[config.mk]
export PLATFORM = sky130hd
export DESIGN_NAME = bsw_core
export DESIGN_NICKNAME = d
export VERILOG_FILES = /design/src/hw/bsw_pkg.sv /design/src/hw/bsw_core.sv
export SDC_FILE = /design/constraint.sdc
export NUM_CORES = 1
export LEC_CHECK = 0
export BUFFER_PORTS_ARGS = -buffer_cell sky130_fd_sc_hd__buf_2
export CORE_ASPECT_RATIO = 0.8
export CORE_MARGIN = 2
export CORE_UTILIZATION = 52
export DETAILED_ROUTE_END_ITERATION = 12
export PLACE_DENSITY = 0.76
export SYNTH_ARGS = -nofsm -noshare
export SYNTH_HDL_FRONTEND = slang
export SYNTH_SLANG_ARGS = --single-unit
export TNS_END_PERCENT = 30
[constraint.sdc]
create_clock -name clock -period 2.2 [get_ports clock]
set_clock_uncertainty 0.2 [all_clocks]
set_input_delay 0.33 -clock clock [delete_from_list [all_inputs] [get_ports clock]]
set_output_delay 0.33 -clock clock [all_outputs]
set_load 0.005 [all_outputs]
[src/hw/bsw_pkg.sv]
package bsw_pkg;

  // Clock and oscillator timebase
  localparam int unsigned CLK_PERIOD_NS   = 20;
  localparam int unsigned T_OSC_NS        = 12320;
  localparam int unsigned TICK_CYCLES_DEF =
    (T_OSC_NS + CLK_PERIOD_NS - 1) / CLK_PERIOD_NS;

  // Watchdog times in ns, converted to oscillator ticks
  localparam int unsigned T_CLOSE_NS     = 12100000;
  localparam int unsigned T_OPEN_NS      = 9610000;
  localparam int unsigned T_RES_NS       = 68000000;
  localparam int unsigned T_LEAD_NS      = 68000000;
  localparam int unsigned T_SHORT_RES_NS = 2000000;
  localparam int unsigned CLOSE_TICKS_DEF = T_CLOSE_NS / T_OSC_NS;
  localparam int unsigned OPEN_TICKS_DEF  = T_OPEN_NS / T_OSC_NS;
  localparam int unsigned RES_TICKS_DEF   =
    (T_RES_NS + T_OSC_NS - 1) / T_OSC_NS;
  localparam int unsigned LEAD_TICKS_DEF  = T_LEAD_NS / T_OSC_NS;
  localparam int unsigned SHORT_RES_TICKS_DEF =
    (T_SHORT_RES_NS + T_OSC_NS - 1) / T_OSC_NS;

  // Short debounce, least time
  localparam int unsigned T_SC_NS   = 10000;
  localparam int unsigned SC_CYCLES =
    (T_SC_NS + CLK_PERIOD_NS - 1) / CLK_PERIOD_NS;

  // Default non-overlap time (typical RC network)
  localparam int unsigned T_DEAD_NS = 1353;
  localparam logic [7:0]  DEAD_CYCLES_RST =
    8'((T_DEAD_NS + CLK_PERIOD_NS - 1) / CLK_PERIOD_NS);

  // Widths
  localparam int unsigned TICK_W = 13;
  localparam int unsigned DIV_W  = 10;
  localparam int unsigned SC_W   = 9;
  localparam int unsigned SYNC_W = 18;

  // Register byte offsets
  localparam logic [3:0] OFS_CTRL   = 4'h0;
  localparam logic [3:0] OFS_STATUS = 4'h4;
  localparam logic [3:0] OFS_RSTCNT = 4'h8;

  // Control field positions
  localparam int unsigned CTRL_SLEEP_BIT = 0;
  localparam int unsigned CTRL_DEAD_LSB  = 8;

  // Synchronised input positions
  localparam int unsigned IN_KICK    = 0;
  localparam int unsigned IN_DIR     = 1;
  localparam int unsigned IN_PWM     = 2;
  localparam int unsigned IN_TX      = 3;
  localparam int unsigned IN_LOW     = 4;
  localparam int unsigned IN_NOTHIGH = 5;
  localparam int unsigned IN_PUMP    = 6;
  localparam int unsigned IN_WARN    = 7;
  localparam int unsigned IN_CUT     = 8;
  localparam int unsigned IN_COOL    = 9;
  localparam int unsigned IN_BUSHOT  = 10;
  localparam int unsigned IN_VCCPG   = 11;
  localparam int unsigned IN_INTPG   = 12;
  localparam int unsigned IN_LEVEL   = 13;
  localparam int unsigned IN_SHORT   = 14;

  // Watchdog states
  typedef enum logic [3:0] {
    WD_RESET  = 4'h1,
    WD_LEAD   = 4'h2,
    WD_CLOSED = 4'h4,
    WD_OPEN   = 4'h8
  } bsw_wd_state_type;

  // Four bridge gates, bit order high_a, low_a, high_b, low_b
  typedef struct packed {
    logic high_a;
    logic low_a;
    logic high_b;
    logic low_b;
  } bsw_gate_type;

  // Three diagnostic pins
  typedef struct packed {
    logic short_fault_out;
    logic supply_fault_out;
    logic heat_warning_out;
  } bsw_diag_type;

endpackage

[src/hw/bsw_core.sv]
// The Avalon-MM register port and the address map were decided locally.
`timescale 1ns/1ns
// Function
// - Internal power-good low holds all logic reset
// - Battery tap on with supply or watchdog reset
// - Battery alarm turns gates off, flags supply fault
// - First heat threshold raises heat warning output
// - Heat cutoff kills regulator, gates, bus, reset
// - Leave shutdown only after cooling below recovery
// - Bus overheat disables only bus low-side driver
// - Level select is a static strap
// - Host reset held while supply power-good low
// - Watchdog stopped, no resets, during sleep
// - Power-on: hold host reset, then release
// - After release, lead time for first kick
// - No kick in lead: reset, then lead again
// - Period is closed window then open window
// - Open-window kick restarts closed window
// - Failed kick gives short reset, then restart
// - Transmit input forwarded to bus driver
// - Block transmit on shutdown or bus overheat
// - Bridge enable low forces all gates off
// - Direction and PWM pick gate pattern
// - Bridge enable needs kick, supply, pump, cool
// - Debounced short switches affected gate off
// - Non-overlap delay before opposite gate turns on
// - Diagnostic outputs follow fault conditions
// - PWM transition clears latched short faults
// - Non-overlap timing starts on PWM/direction change
module bsw_core
  import bsw_pkg::*;
#(
  parameter int unsigned TICK_CYCLES     = TICK_CYCLES_DEF,
  parameter int unsigned CLOSE_TICKS     = CLOSE_TICKS_DEF,
  parameter int unsigned OPEN_TICKS      = OPEN_TICKS_DEF,
  parameter int unsigned RES_TICKS       = RES_TICKS_DEF,
  parameter int unsigned LEAD_TICKS      = LEAD_TICKS_DEF,
  parameter int unsigned SHORT_RES_TICKS = SHORT_RES_TICKS_DEF
) (
  input  wire logic         clock,
  input  wire logic         rst,
  input  wire logic         watchdog_kick_in,
  input  wire logic         dir_in,
  input  wire logic         pwm_in,
  input  wire logic         tx_in,
  input  wire logic         supply_too_low,
  input  wire logic         supply_not_high,
  input  wire logic         pump_good,
  input  wire logic         heat_warning,
  input  wire logic         heat_cutoff,
  input  wire logic         heat_recovered,
  input  wire logic         bus_overheat,
  input  wire logic         vcc_power_good,
  input  wire logic         int_power_good,
  input  wire logic         supply_level_select,
  input  wire logic [3:0]   short_detect,
  input  wire logic [3:0]   avs_address,
  input  wire logic         avs_read,
  input  wire logic         avs_write,
  input  wire logic [31:0]  avs_writedata,
  input  wire logic [3:0]   avs_byteenable,
  output logic [31:0]       avs_readdata,
  output logic              avs_waitrequest,
  output logic              host_reset_n,
  output logic              regulator_en,
  output logic              battery_tap_out,
  output logic              level_3v3_out,
  output bsw_gate_type      gates,
  output bsw_diag_type      diag,
  output logic              bus_tx_out,
  output logic              bus_low_drive_en
);

  logic [SYNC_W-1:0] s1_q, s2_q, s3_q, clean_q, prev_q;
  logic [SYNC_W-1:0] rise, edge_any;
  logic              core_rst;
  bsw_wd_state_type  wd_q;
  logic [TICK_W-1:0] wd_cnt_q;
  logic [DIV_W-1:0]  div_q;
  logic              tick;
  logic              sync_seen_q;
  logic              wd_caused_q;
  logic              shutdown_q;
  logic              sleep_q;
  logic [7:0]        dead_time_q;
  logic [7:0]        dead_cnt_q;
  logic [7:0]        rst_count_q;
  logic              wd_fail;
  logic              strap_done_q;
  logic [3:0]        short_q;
  logic              bridge_en;
  logic [3:0]        want;
  logic [3:0]        gate_d;
  logic [3:0]        gate_q;
  logic              acc_q;
  logic [31:0]       rd_mux;

  // Three-stage pin synchroniser; value moves once stages 2 and 3 agree
  always_ff @(posedge clock) begin
    if (rst) begin
      s1_q <= '0;
      s2_q <= '0;
      s3_q <= '0;
    end else begin
      s1_q <= {short_detect, supply_level_select, int_power_good,
               vcc_power_good, bus_overheat, heat_recovered,
               heat_cutoff, heat_warning, pump_good, supply_not_high,
               supply_too_low, tx_in, pwm_in, dir_in,
               watchdog_kick_in};
      s2_q <= s1_q;
      s3_q <= s2_q;
    end
  end

  genvar gi;
  generate
    for (gi = 0; gi < SYNC_W; gi++) begin : g_clean
      always_ff @(posedge clock) begin
        if (rst) begin
          clean_q[gi] <= 1'b0;
          prev_q[gi]  <= 1'b0;
        end else begin
          if (s2_q[gi] == s3_q[gi]) clean_q[gi] <= s3_q[gi];
          prev_q[gi] <= clean_q[gi];
        end
      end
      assign rise[gi]     = clean_q[gi] & ~prev_q[gi];
      assign edge_any[gi] = clean_q[gi] ^ prev_q[gi];
    end
  endgenerate

  // Whole core stays reset while the internal supply is low
  assign core_rst = rst | ~clean_q[IN_INTPG];

  // Strap captured once after reset; later changes are ignored
  always_ff @(posedge clock) begin
    if (core_rst) begin
      strap_done_q  <= 1'b0;
      level_3v3_out <= 1'b0;
    end else if (!strap_done_q) begin
      strap_done_q  <= 1'b1;
      level_3v3_out <= ~clean_q[IN_LEVEL];
    end
  end

  // Oscillator tick divider; frozen in sleep to save activity
  always_ff @(posedge clock) begin
    if (core_rst) begin
      div_q <= '0;
    end else if (!sleep_q) begin
      if (div_q == DIV_W'(TICK_CYCLES - 1)) div_q <= '0;
      else div_q <= div_q + 1'b1;
    end
  end
  assign tick = (div_q == DIV_W'(TICK_CYCLES - 1)) && !sleep_q;

  // Latched thermal shutdown; released only when cooled below recovery
  always_ff @(posedge clock) begin
    if (core_rst) begin
      shutdown_q <= 1'b0;
    end else if (clean_q[IN_CUT]) begin
      shutdown_q <= 1'b1;
    end else if (clean_q[IN_COOL]) begin
      shutdown_q <= 1'b0;
    end
  end

  // Window watchdog sequencer
  always_ff @(posedge clock) begin
    if (core_rst) begin
      wd_q        <= WD_RESET;
      wd_cnt_q    <= TICK_W'(RES_TICKS);
      sync_seen_q <= 1'b0;
      wd_caused_q <= 1'b0;
      wd_fail     <= 1'b0;
    end else if (!clean_q[IN_VCCPG] || shutdown_q) begin
      // Supply low or overheated: start over from power-on hold
      wd_q        <= WD_RESET;
      wd_cnt_q    <= TICK_W'(RES_TICKS);
      sync_seen_q <= 1'b0;
      wd_caused_q <= 1'b0;
      wd_fail     <= 1'b0;
    end else if (sleep_q) begin
      wd_fail <= 1'b0;
    end else begin
      wd_fail <= 1'b0;
      unique case (wd_q)
        WD_RESET: begin
          if (tick) begin
            if (wd_cnt_q <= TICK_W'(1)) begin
              wd_q        <= WD_LEAD;
              wd_cnt_q    <= TICK_W'(LEAD_TICKS);
              wd_caused_q <= 1'b0;
            end else begin
              wd_cnt_q <= wd_cnt_q - 1'b1;
            end
          end
        end
        WD_LEAD: begin
          if (rise[IN_KICK]) begin
            wd_q        <= WD_CLOSED;
            wd_cnt_q    <= TICK_W'(CLOSE_TICKS);
            sync_seen_q <= 1'b1;
          end else if (tick) begin
            if (wd_cnt_q <= TICK_W'(1)) begin
              wd_q        <= WD_RESET;
              wd_cnt_q    <= TICK_W'(RES_TICKS);
              wd_caused_q <= 1'b1;
              wd_fail     <= 1'b1;
            end else begin
              wd_cnt_q <= wd_cnt_q - 1'b1;
            end
          end
        end
        WD_CLOSED: begin
          if (rise[IN_KICK]) begin
            // Early kick counts as a failed trigger
            wd_q        <= WD_RESET;
            wd_cnt_q    <= TICK_W'(SHORT_RES_TICKS);
            sync_seen_q <= 1'b0;
            wd_caused_q <= 1'b1;
            wd_fail     <= 1'b1;
          end else if (tick) begin
            if (wd_cnt_q <= TICK_W'(1)) begin
              wd_q     <= WD_OPEN;
              wd_cnt_q <= TICK_W'(OPEN_TICKS);
            end else begin
              wd_cnt_q <= wd_cnt_q - 1'b1;
            end
          end
        end
        WD_OPEN: begin
          if (rise[IN_KICK]) begin
            wd_q     <= WD_CLOSED;
            wd_cnt_q <= TICK_W'(CLOSE_TICKS);
          end else if (tick) begin
            if (wd_cnt_q <= TICK_W'(1)) begin
              wd_q        <= WD_RESET;
              wd_cnt_q    <= TICK_W'(SHORT_RES_TICKS);
              sync_seen_q <= 1'b0;
              wd_caused_q <= 1'b1;
              wd_fail     <= 1'b1;
            end else begin
              wd_cnt_q <= wd_cnt_q - 1'b1;
            end
          end
        end
      endcase
    end
  end

  // Supply-side pins
  always_ff @(posedge clock) begin
    if (core_rst) begin
      host_reset_n    <= 1'b0;
      regulator_en    <= 1'b0;
      battery_tap_out <= 1'b0;
    end else begin
      host_reset_n    <= (wd_q != WD_RESET) && !shutdown_q;
      regulator_en    <= !shutdown_q;
      battery_tap_out <= clean_q[IN_VCCPG] | wd_caused_q;
    end
  end

  // Bridge enable from trigger, supply, pump and temperature
  assign bridge_en = sync_seen_q & ~clean_q[IN_LOW]
                   & clean_q[IN_NOTHIGH] & clean_q[IN_PUMP]
                   & ~shutdown_q;

  // Gate pattern: one high side stays on, other leg's high and low sides chop
  always_comb begin
    if (!clean_q[IN_DIR]) begin
      want = {1'b1, 1'b0, ~clean_q[IN_PWM], clean_q[IN_PWM]};
    end else begin
      want = {~clean_q[IN_PWM], clean_q[IN_PWM], 1'b1, 1'b0};
    end
  end

  // Non-overlap timer restarts on any PWM or direction change
  always_ff @(posedge clock) begin
    if (core_rst) begin
      dead_cnt_q <= '0;
    end else if (edge_any[IN_PWM] || edge_any[IN_DIR]) begin
      dead_cnt_q <= dead_time_q;
    end else if (dead_cnt_q != 8'h00) begin
      dead_cnt_q <= dead_cnt_q - 1'b1;
    end
  end

  // While the timer runs a gate may turn off but never on
  always_comb begin
    gate_d = want & {4{bridge_en}} & ~short_q;
    if (dead_cnt_q != 8'h00 || edge_any[IN_PWM] || edge_any[IN_DIR]) begin
      gate_d = gate_d & gate_q;
    end
  end

  always_ff @(posedge clock) begin
    if (core_rst) gate_q <= '0;
    else gate_q <= gate_d;
  end
  assign gates = gate_q;

  // Per-transistor short debounce and latch
  generate
    for (gi = 0; gi < 4; gi++) begin : g_short
      logic [SC_W-1:0] sc_cnt_q;
      logic            sc_hit;
      assign sc_hit = gate_q[gi] & clean_q[IN_SHORT + gi]
                    & (sc_cnt_q == SC_W'(SC_CYCLES - 1));
      always_ff @(posedge clock) begin
        if (core_rst) begin
          sc_cnt_q <= '0;
        end else if (gate_q[gi] && clean_q[IN_SHORT + gi]) begin
          if (!sc_hit) sc_cnt_q <= sc_cnt_q + 1'b1;
        end else begin
          sc_cnt_q <= '0;
        end
      end
      // New detection wins over a clearing PWM edge
      always_ff @(posedge clock) begin
        if (core_rst) short_q[gi] <= 1'b0;
        else if (sc_hit) short_q[gi] <= 1'b1;
        else if (edge_any[IN_PWM]) short_q[gi] <= 1'b0;
      end
    end
  endgenerate

  // Diagnostic pins
  always_ff @(posedge clock) begin
    if (core_rst) begin
      diag <= '0;
    end else begin
      diag.short_fault_out  <= |short_q;
      diag.supply_fault_out <= ~clean_q[IN_PUMP] | clean_q[IN_LOW]
                             | ~clean_q[IN_NOTHIGH];
      diag.heat_warning_out <= clean_q[IN_WARN];
    end
  end

  // Bus transmit path; recessive high in shutdown
  always_ff @(posedge clock) begin
    if (core_rst) begin
      bus_tx_out       <= 1'b1;
      bus_low_drive_en <= 1'b0;
    end else begin
      bus_tx_out       <= clean_q[IN_TX] | shutdown_q;
      bus_low_drive_en <= !shutdown_q
                        && !clean_q[IN_BUSHOT];
    end
  end

  // Register read view
  always_comb begin
    rd_mux = '0;
    unique case (avs_address)
      OFS_CTRL:   rd_mux = {16'h0000, dead_time_q, 7'h00, sleep_q};
      OFS_STATUS: rd_mux = {12'h000, short_q, wd_q, 4'h0, gate_q,
                            level_3v3_out, shutdown_q, bridge_en,
                            sync_seen_q};
      OFS_RSTCNT: rd_mux = {24'h000000, rst_count_q};
      default:    rd_mux = '0;
    endcase
  end

  // Slave answers one cycle after a request is seen
  always_ff @(posedge clock) begin
    if (core_rst) begin
      avs_waitrequest <= 1'b1;
      avs_readdata    <= '0;
      acc_q           <= 1'b0;
    end else if ((avs_read || avs_write) && !acc_q) begin
      avs_waitrequest <= 1'b0;
      avs_readdata    <= avs_read ? rd_mux : 32'h00000000;
      acc_q           <= 1'b1;
    end else begin
      avs_waitrequest <= 1'b1;
      acc_q           <= 1'b0;
    end
  end

  // Control register write at the accepting edge
  always_ff @(posedge clock) begin
    if (core_rst) begin
      sleep_q     <= 1'b0;
      dead_time_q <= DEAD_CYCLES_RST;
    end else if (avs_write && acc_q && avs_address == OFS_CTRL) begin
      if (avs_byteenable[0]) sleep_q <= avs_writedata[CTRL_SLEEP_BIT];
      if (avs_byteenable[1]) begin
        dead_time_q <= avs_writedata[CTRL_DEAD_LSB +: 8];
      end
    end
  end

  // Watchdog reset counter; a failure with a clearing write leaves it at 1
  always_ff @(posedge clock) begin
    if (core_rst) begin
      rst_count_q <= '0;
    end else if (wd_fail) begin
      if (avs_write && acc_q && avs_address == OFS_RSTCNT) begin
        rst_count_q <= 8'h01;
      end else if (rst_count_q != 8'hFF) begin
        rst_count_q <= rst_count_q + 1'b1;
      end
    end else if (avs_write && acc_q && avs_address == OFS_RSTCNT) begin
      rst_count_q <= '0;
    end
  end

endmodule // bsw_core

==> flow_summary.toml <==
[synthesis]
synth-seq-cells = 207
avgSynthCellArea_sq_um = 9.18
synth_top_area_share_pct = 49.7
synth_flop_cell = "dfxtp_1"
yosys-top-cells-area = "dfxtp_1 (50%), nor2_1 (5.3%), nor2b_1 (4.7%), a21oi_1 (3.8%), nand2_1 (3.0%)"
muxShareOfSynthArea_pct = 2.18
synth_fa_ha_area_share_pct = 1.35
async_flop_share_pct = 0
synth_xor_xnor_area_share_pct = 4.52
yosysWarnings = 0
synthSimpleGateAreaFrac_pct = 25.6
synth_top_family_by_area = "simple AND/OR/NAND/NOR gates"
netlist_instances = 908
synth-compound-area-share_pct = 13.0
synth-seq-area-share_pct = 49.7
synth_edf_count = 0
netlist-cell-type-count = 70
yosysTopAreaCell = "dfxtp_1"
syn_area_sq_mm = 0.00833

[worst_hold_path]
hp-class = "in2reg"
holdPathEnd = "sleep_q$_SDFFE_PN0P_"
hold_start = "avs_byteenable[0]"
hold-path-cell-count = 4

[routing]
post-route-drc-count = 0
num_vias = 6724
firstDrtPassIters = 4
ant_nets = 0
wirelength_microns = 17600
drt-initial-drc-count = 475
viasPerCell = 5.29
wl_per_cell_microns = 13.8

[sta]
finalHoldViolations = 0
worst_slew_pin_slew_ps = 668
layout_setup_ws_ps = -39.8
grt_setup_unrepaired = "yes"
max_clock_freq_ghz = 0.446
drv_slew = 0
setup_viol = 4
relSlewSlack_pct = 55.5
post-route-min-period_ps = 2240
fin_crit_sh_pct = 102

[place]
gp_routability_congestion = 0.919
dpl-instance-area_sq_mm = 0.00912
dp_hpwl_microns = 11900
io_buffers = 70

[pwr]
ir_worst_vdd_uv = 595
p_sw_share_pct = 20.4
netSwitchingPower_w = 0.00154
powerDensity_mw_per_mm2 = 739
power_frac_clock_pct = 47.4
p_leak_nw = 3.89
p_seq_share_pct = 50.5
combPwrFrac_pct = 2.1
power_w = 0.00753
p_int_w = 0.00599

[clocking]
root_buffer = "clkbuf_16"
cts_sinks = 207
clk-insertion-delay-late_ps = 490
cts_tree = "done"
cts_max_level = 1
cts_buffers = 21
clk_pin_slew_ps = 60
cts.path.max_buffers = 3

[run_status]
violations = "setup timing"
status = "finished with violations"

[finish]
fin_area_sq_mm = 0.0102
final_layout_size_suffix_gt1_share_pct = 18.4
final_common_cell = "dfxtp_1"
area_growth_pct = 22.4
final_cell_mix = "dfxtp_1 (203), nor2_1 (116), buf_2 (70)"
final_nets = 1113
antennaDiodeCount = 0

[global_routing]
grt_pass1_vias = 6258
grt_remaining_overflow = 0
grt_max_degree = 74
grt.total_usage_pct = 20.6
grt_pass1_wl_microns = 29400
antenna_found_initial = 0

[die]
initial_utilization_pct = 52.9
ios = 108
num_rows = 41
die_h_microns = 117
die-area_sq_mm = 0.0171
die_width_microns = 146
coreArea_sq_mm = 0.0157

[setup_path]
path_class = "reg2reg"
r2r-end = "dead_cnt_q[3]$_SDFFE_PN0P_"
worst_ep_required_time_ps = 2350
r2r_start = "dead_cnt_q[0]$_SDFFE_PN0P_"
cp-end-kind = "register"
cp_max_fo = 4
worstPathArrival_ps = 2390
ff2ff_path_depth = 8
start_kind = "register"
r2r_slack_ps = -40

[job]
cap_viol_max_count = 0
logic make-up (layout without fill, tap and decap cells):
logic type,after synthesis,count (layout)
and+or+nand+nor,397,397
DFF,207,207
AOI/OAI and AO/OA,171,171
buffers and inverters,62,200
xor gates and xnor gates,43,43
muxes,18,18
adders and majority gates,9,9
other,1,12
how the worst max path moves through the flow:
stage	from	endpoint	slack (ps)	cells after the start
2_1_floorplan	dead_cnt_q[0]$_SDFFE_PN0P_	gates[3]$_SDFF_PN0_	20	8
3_3_place_gp	dead_cnt_q[0]$_SDFFE_PN0P_	gates[3]$_SDFF_PN0_	-40	8
3_5_place_dp	dead_cnt_q[0]$_SDFFE_PN0P_	gates[3]$_SDFF_PN0_	-80	8
4_1_cts	dead_cnt_q[0]$_SDFFE_PN0P_	gates[3]$_SDFF_PN0_	-20	8
5_1_grt	dead_cnt_q[0]$_SDFFE_PN0P_	dead_cnt_q[3]$_SDFFE_PN0P_	-110	8
6_report	dead_cnt_q[0]$_SDFFE_PN0P_	dead_cnt_q[3]$_SDFFE_PN0P_	-40	8
worst max-delay path, cell delays in order, from the launching register on:
cell     delay [ps]
dfxtp_2         330
inv_2            80
ha_4            130
or3b_4          370
or4b_4          510
buf_4           170
nand2_1          70
xor2_1          160
a21oi_1          90
metal layers:
| metal | part of all wire [%] | track usage (%) | wire [microns] | up-vias |
|---|---|---|---|---|
| met2 | 42 | 33.2 | 7450 | 146 |
| met4 | 2.1 | 5.56 | 364 | 0 |
| li1 | - | - | - | 3412 |
| met3 | 4.3 | 3.22 | 752 | 34 |
| met1 | 51 | 29.2 | 9010 | 3132 |
| met5 | 0 | 0 | 0 | - |
Yosys cell counts, types with 3 or more instances:
library cell / count
a211o_1: 3
a211oi_1: 5
a21o_1: 3
a21oi_1: 63
a221oi_1: 3
a22oi_1: 23
a31oi_1: 4
and2_1: 8
and3_1: 14
and3b_1: 3
and4_1: 4
buf_1: 5
buf_2: 9
buf_4: 12
clkbuf_1: 20
dfxtp_1: 207
ha_1: 9
inv_1: 14
mux2i_1: 17
nand2_1: 66
nand2b_1: 11
nand3_1: 25
nand3b_1: 3
nand4_1: 12
nor2_1: 117
nor2b_1: 63
nor3_1: 18
nor4_1: 11
nor4_2: 4
nor4b_1: 4
nor4b_2: 5
o211ai_1: 3
o21ai_0: 37
o21ai_1: 4
o31ai_1: 3
or3_1: 12
or4b_1: 3
xnor2_1: 19
xor2_1: 24
power by group through the flow:
| stage | clock network, W | logic [W] | registers (W) |
|---|---|---|---|
| finish | 0.00357 | 0.000161 | 0.00380 |
| global route | 0.00380 | 0.000179 | 0.00381 |
| CTS | 0.00365 | 0.000160 | 0.00380 |
| detailed placement | 0 | 0.000122 | 0.00389 |
| global placement | 0 | 0.000120 | 0.00389 |
| floorplan | 0 | 0.0000849 | 0.00388 |
final cells by class:
type	instances	area [sq um]
sequential	207	4150
timing repair buffer	147	1000
clock buffer	27	578
clock inverter	11	126
multi-input combinational	650	4020
fill	1300	5550
tap	215	269
inverter	15	56.3
registers in the layout (all words and copies together) (netlist names), 8 cells and up:
register,flops
dead_time_q,8
s2_q,18
g_short.sc_cnt_q,36
s1_q,18
div_q,10
s3_q,18
wd_cnt_q,13
avs_readdata,20
dead_cnt_q,8
rst_count_q,8
clean_q,18
per-stage QoR:
stage                     std cells  setup WS [ps]  utilization (%)  setup TNS [ps]  hold WS, ps
after global routing           1272           -111             64.8            -600         61.0
after floorplan                 919           15.6                -               0          214
after global placement         1205          -43.0             57.9            -138          216
after CTS                      1271          -22.2             64.3           -23.8         18.3
final                          1272          -39.8             64.8           -98.2         15.6
after detailed placement       1205          -81.6             57.9            -400          222
repair_timing:
item | CTS | global route
setup endpoints to repair | 9 | 28
setup buffers | 0 | 1
hold endpoints to repair | 29 | 0
pin swaps | 2 | 2
hold buffers | 28 | 0
gates resized for setup | 6 | 15
Note: power is estimated with default switching activity, not from simulation.
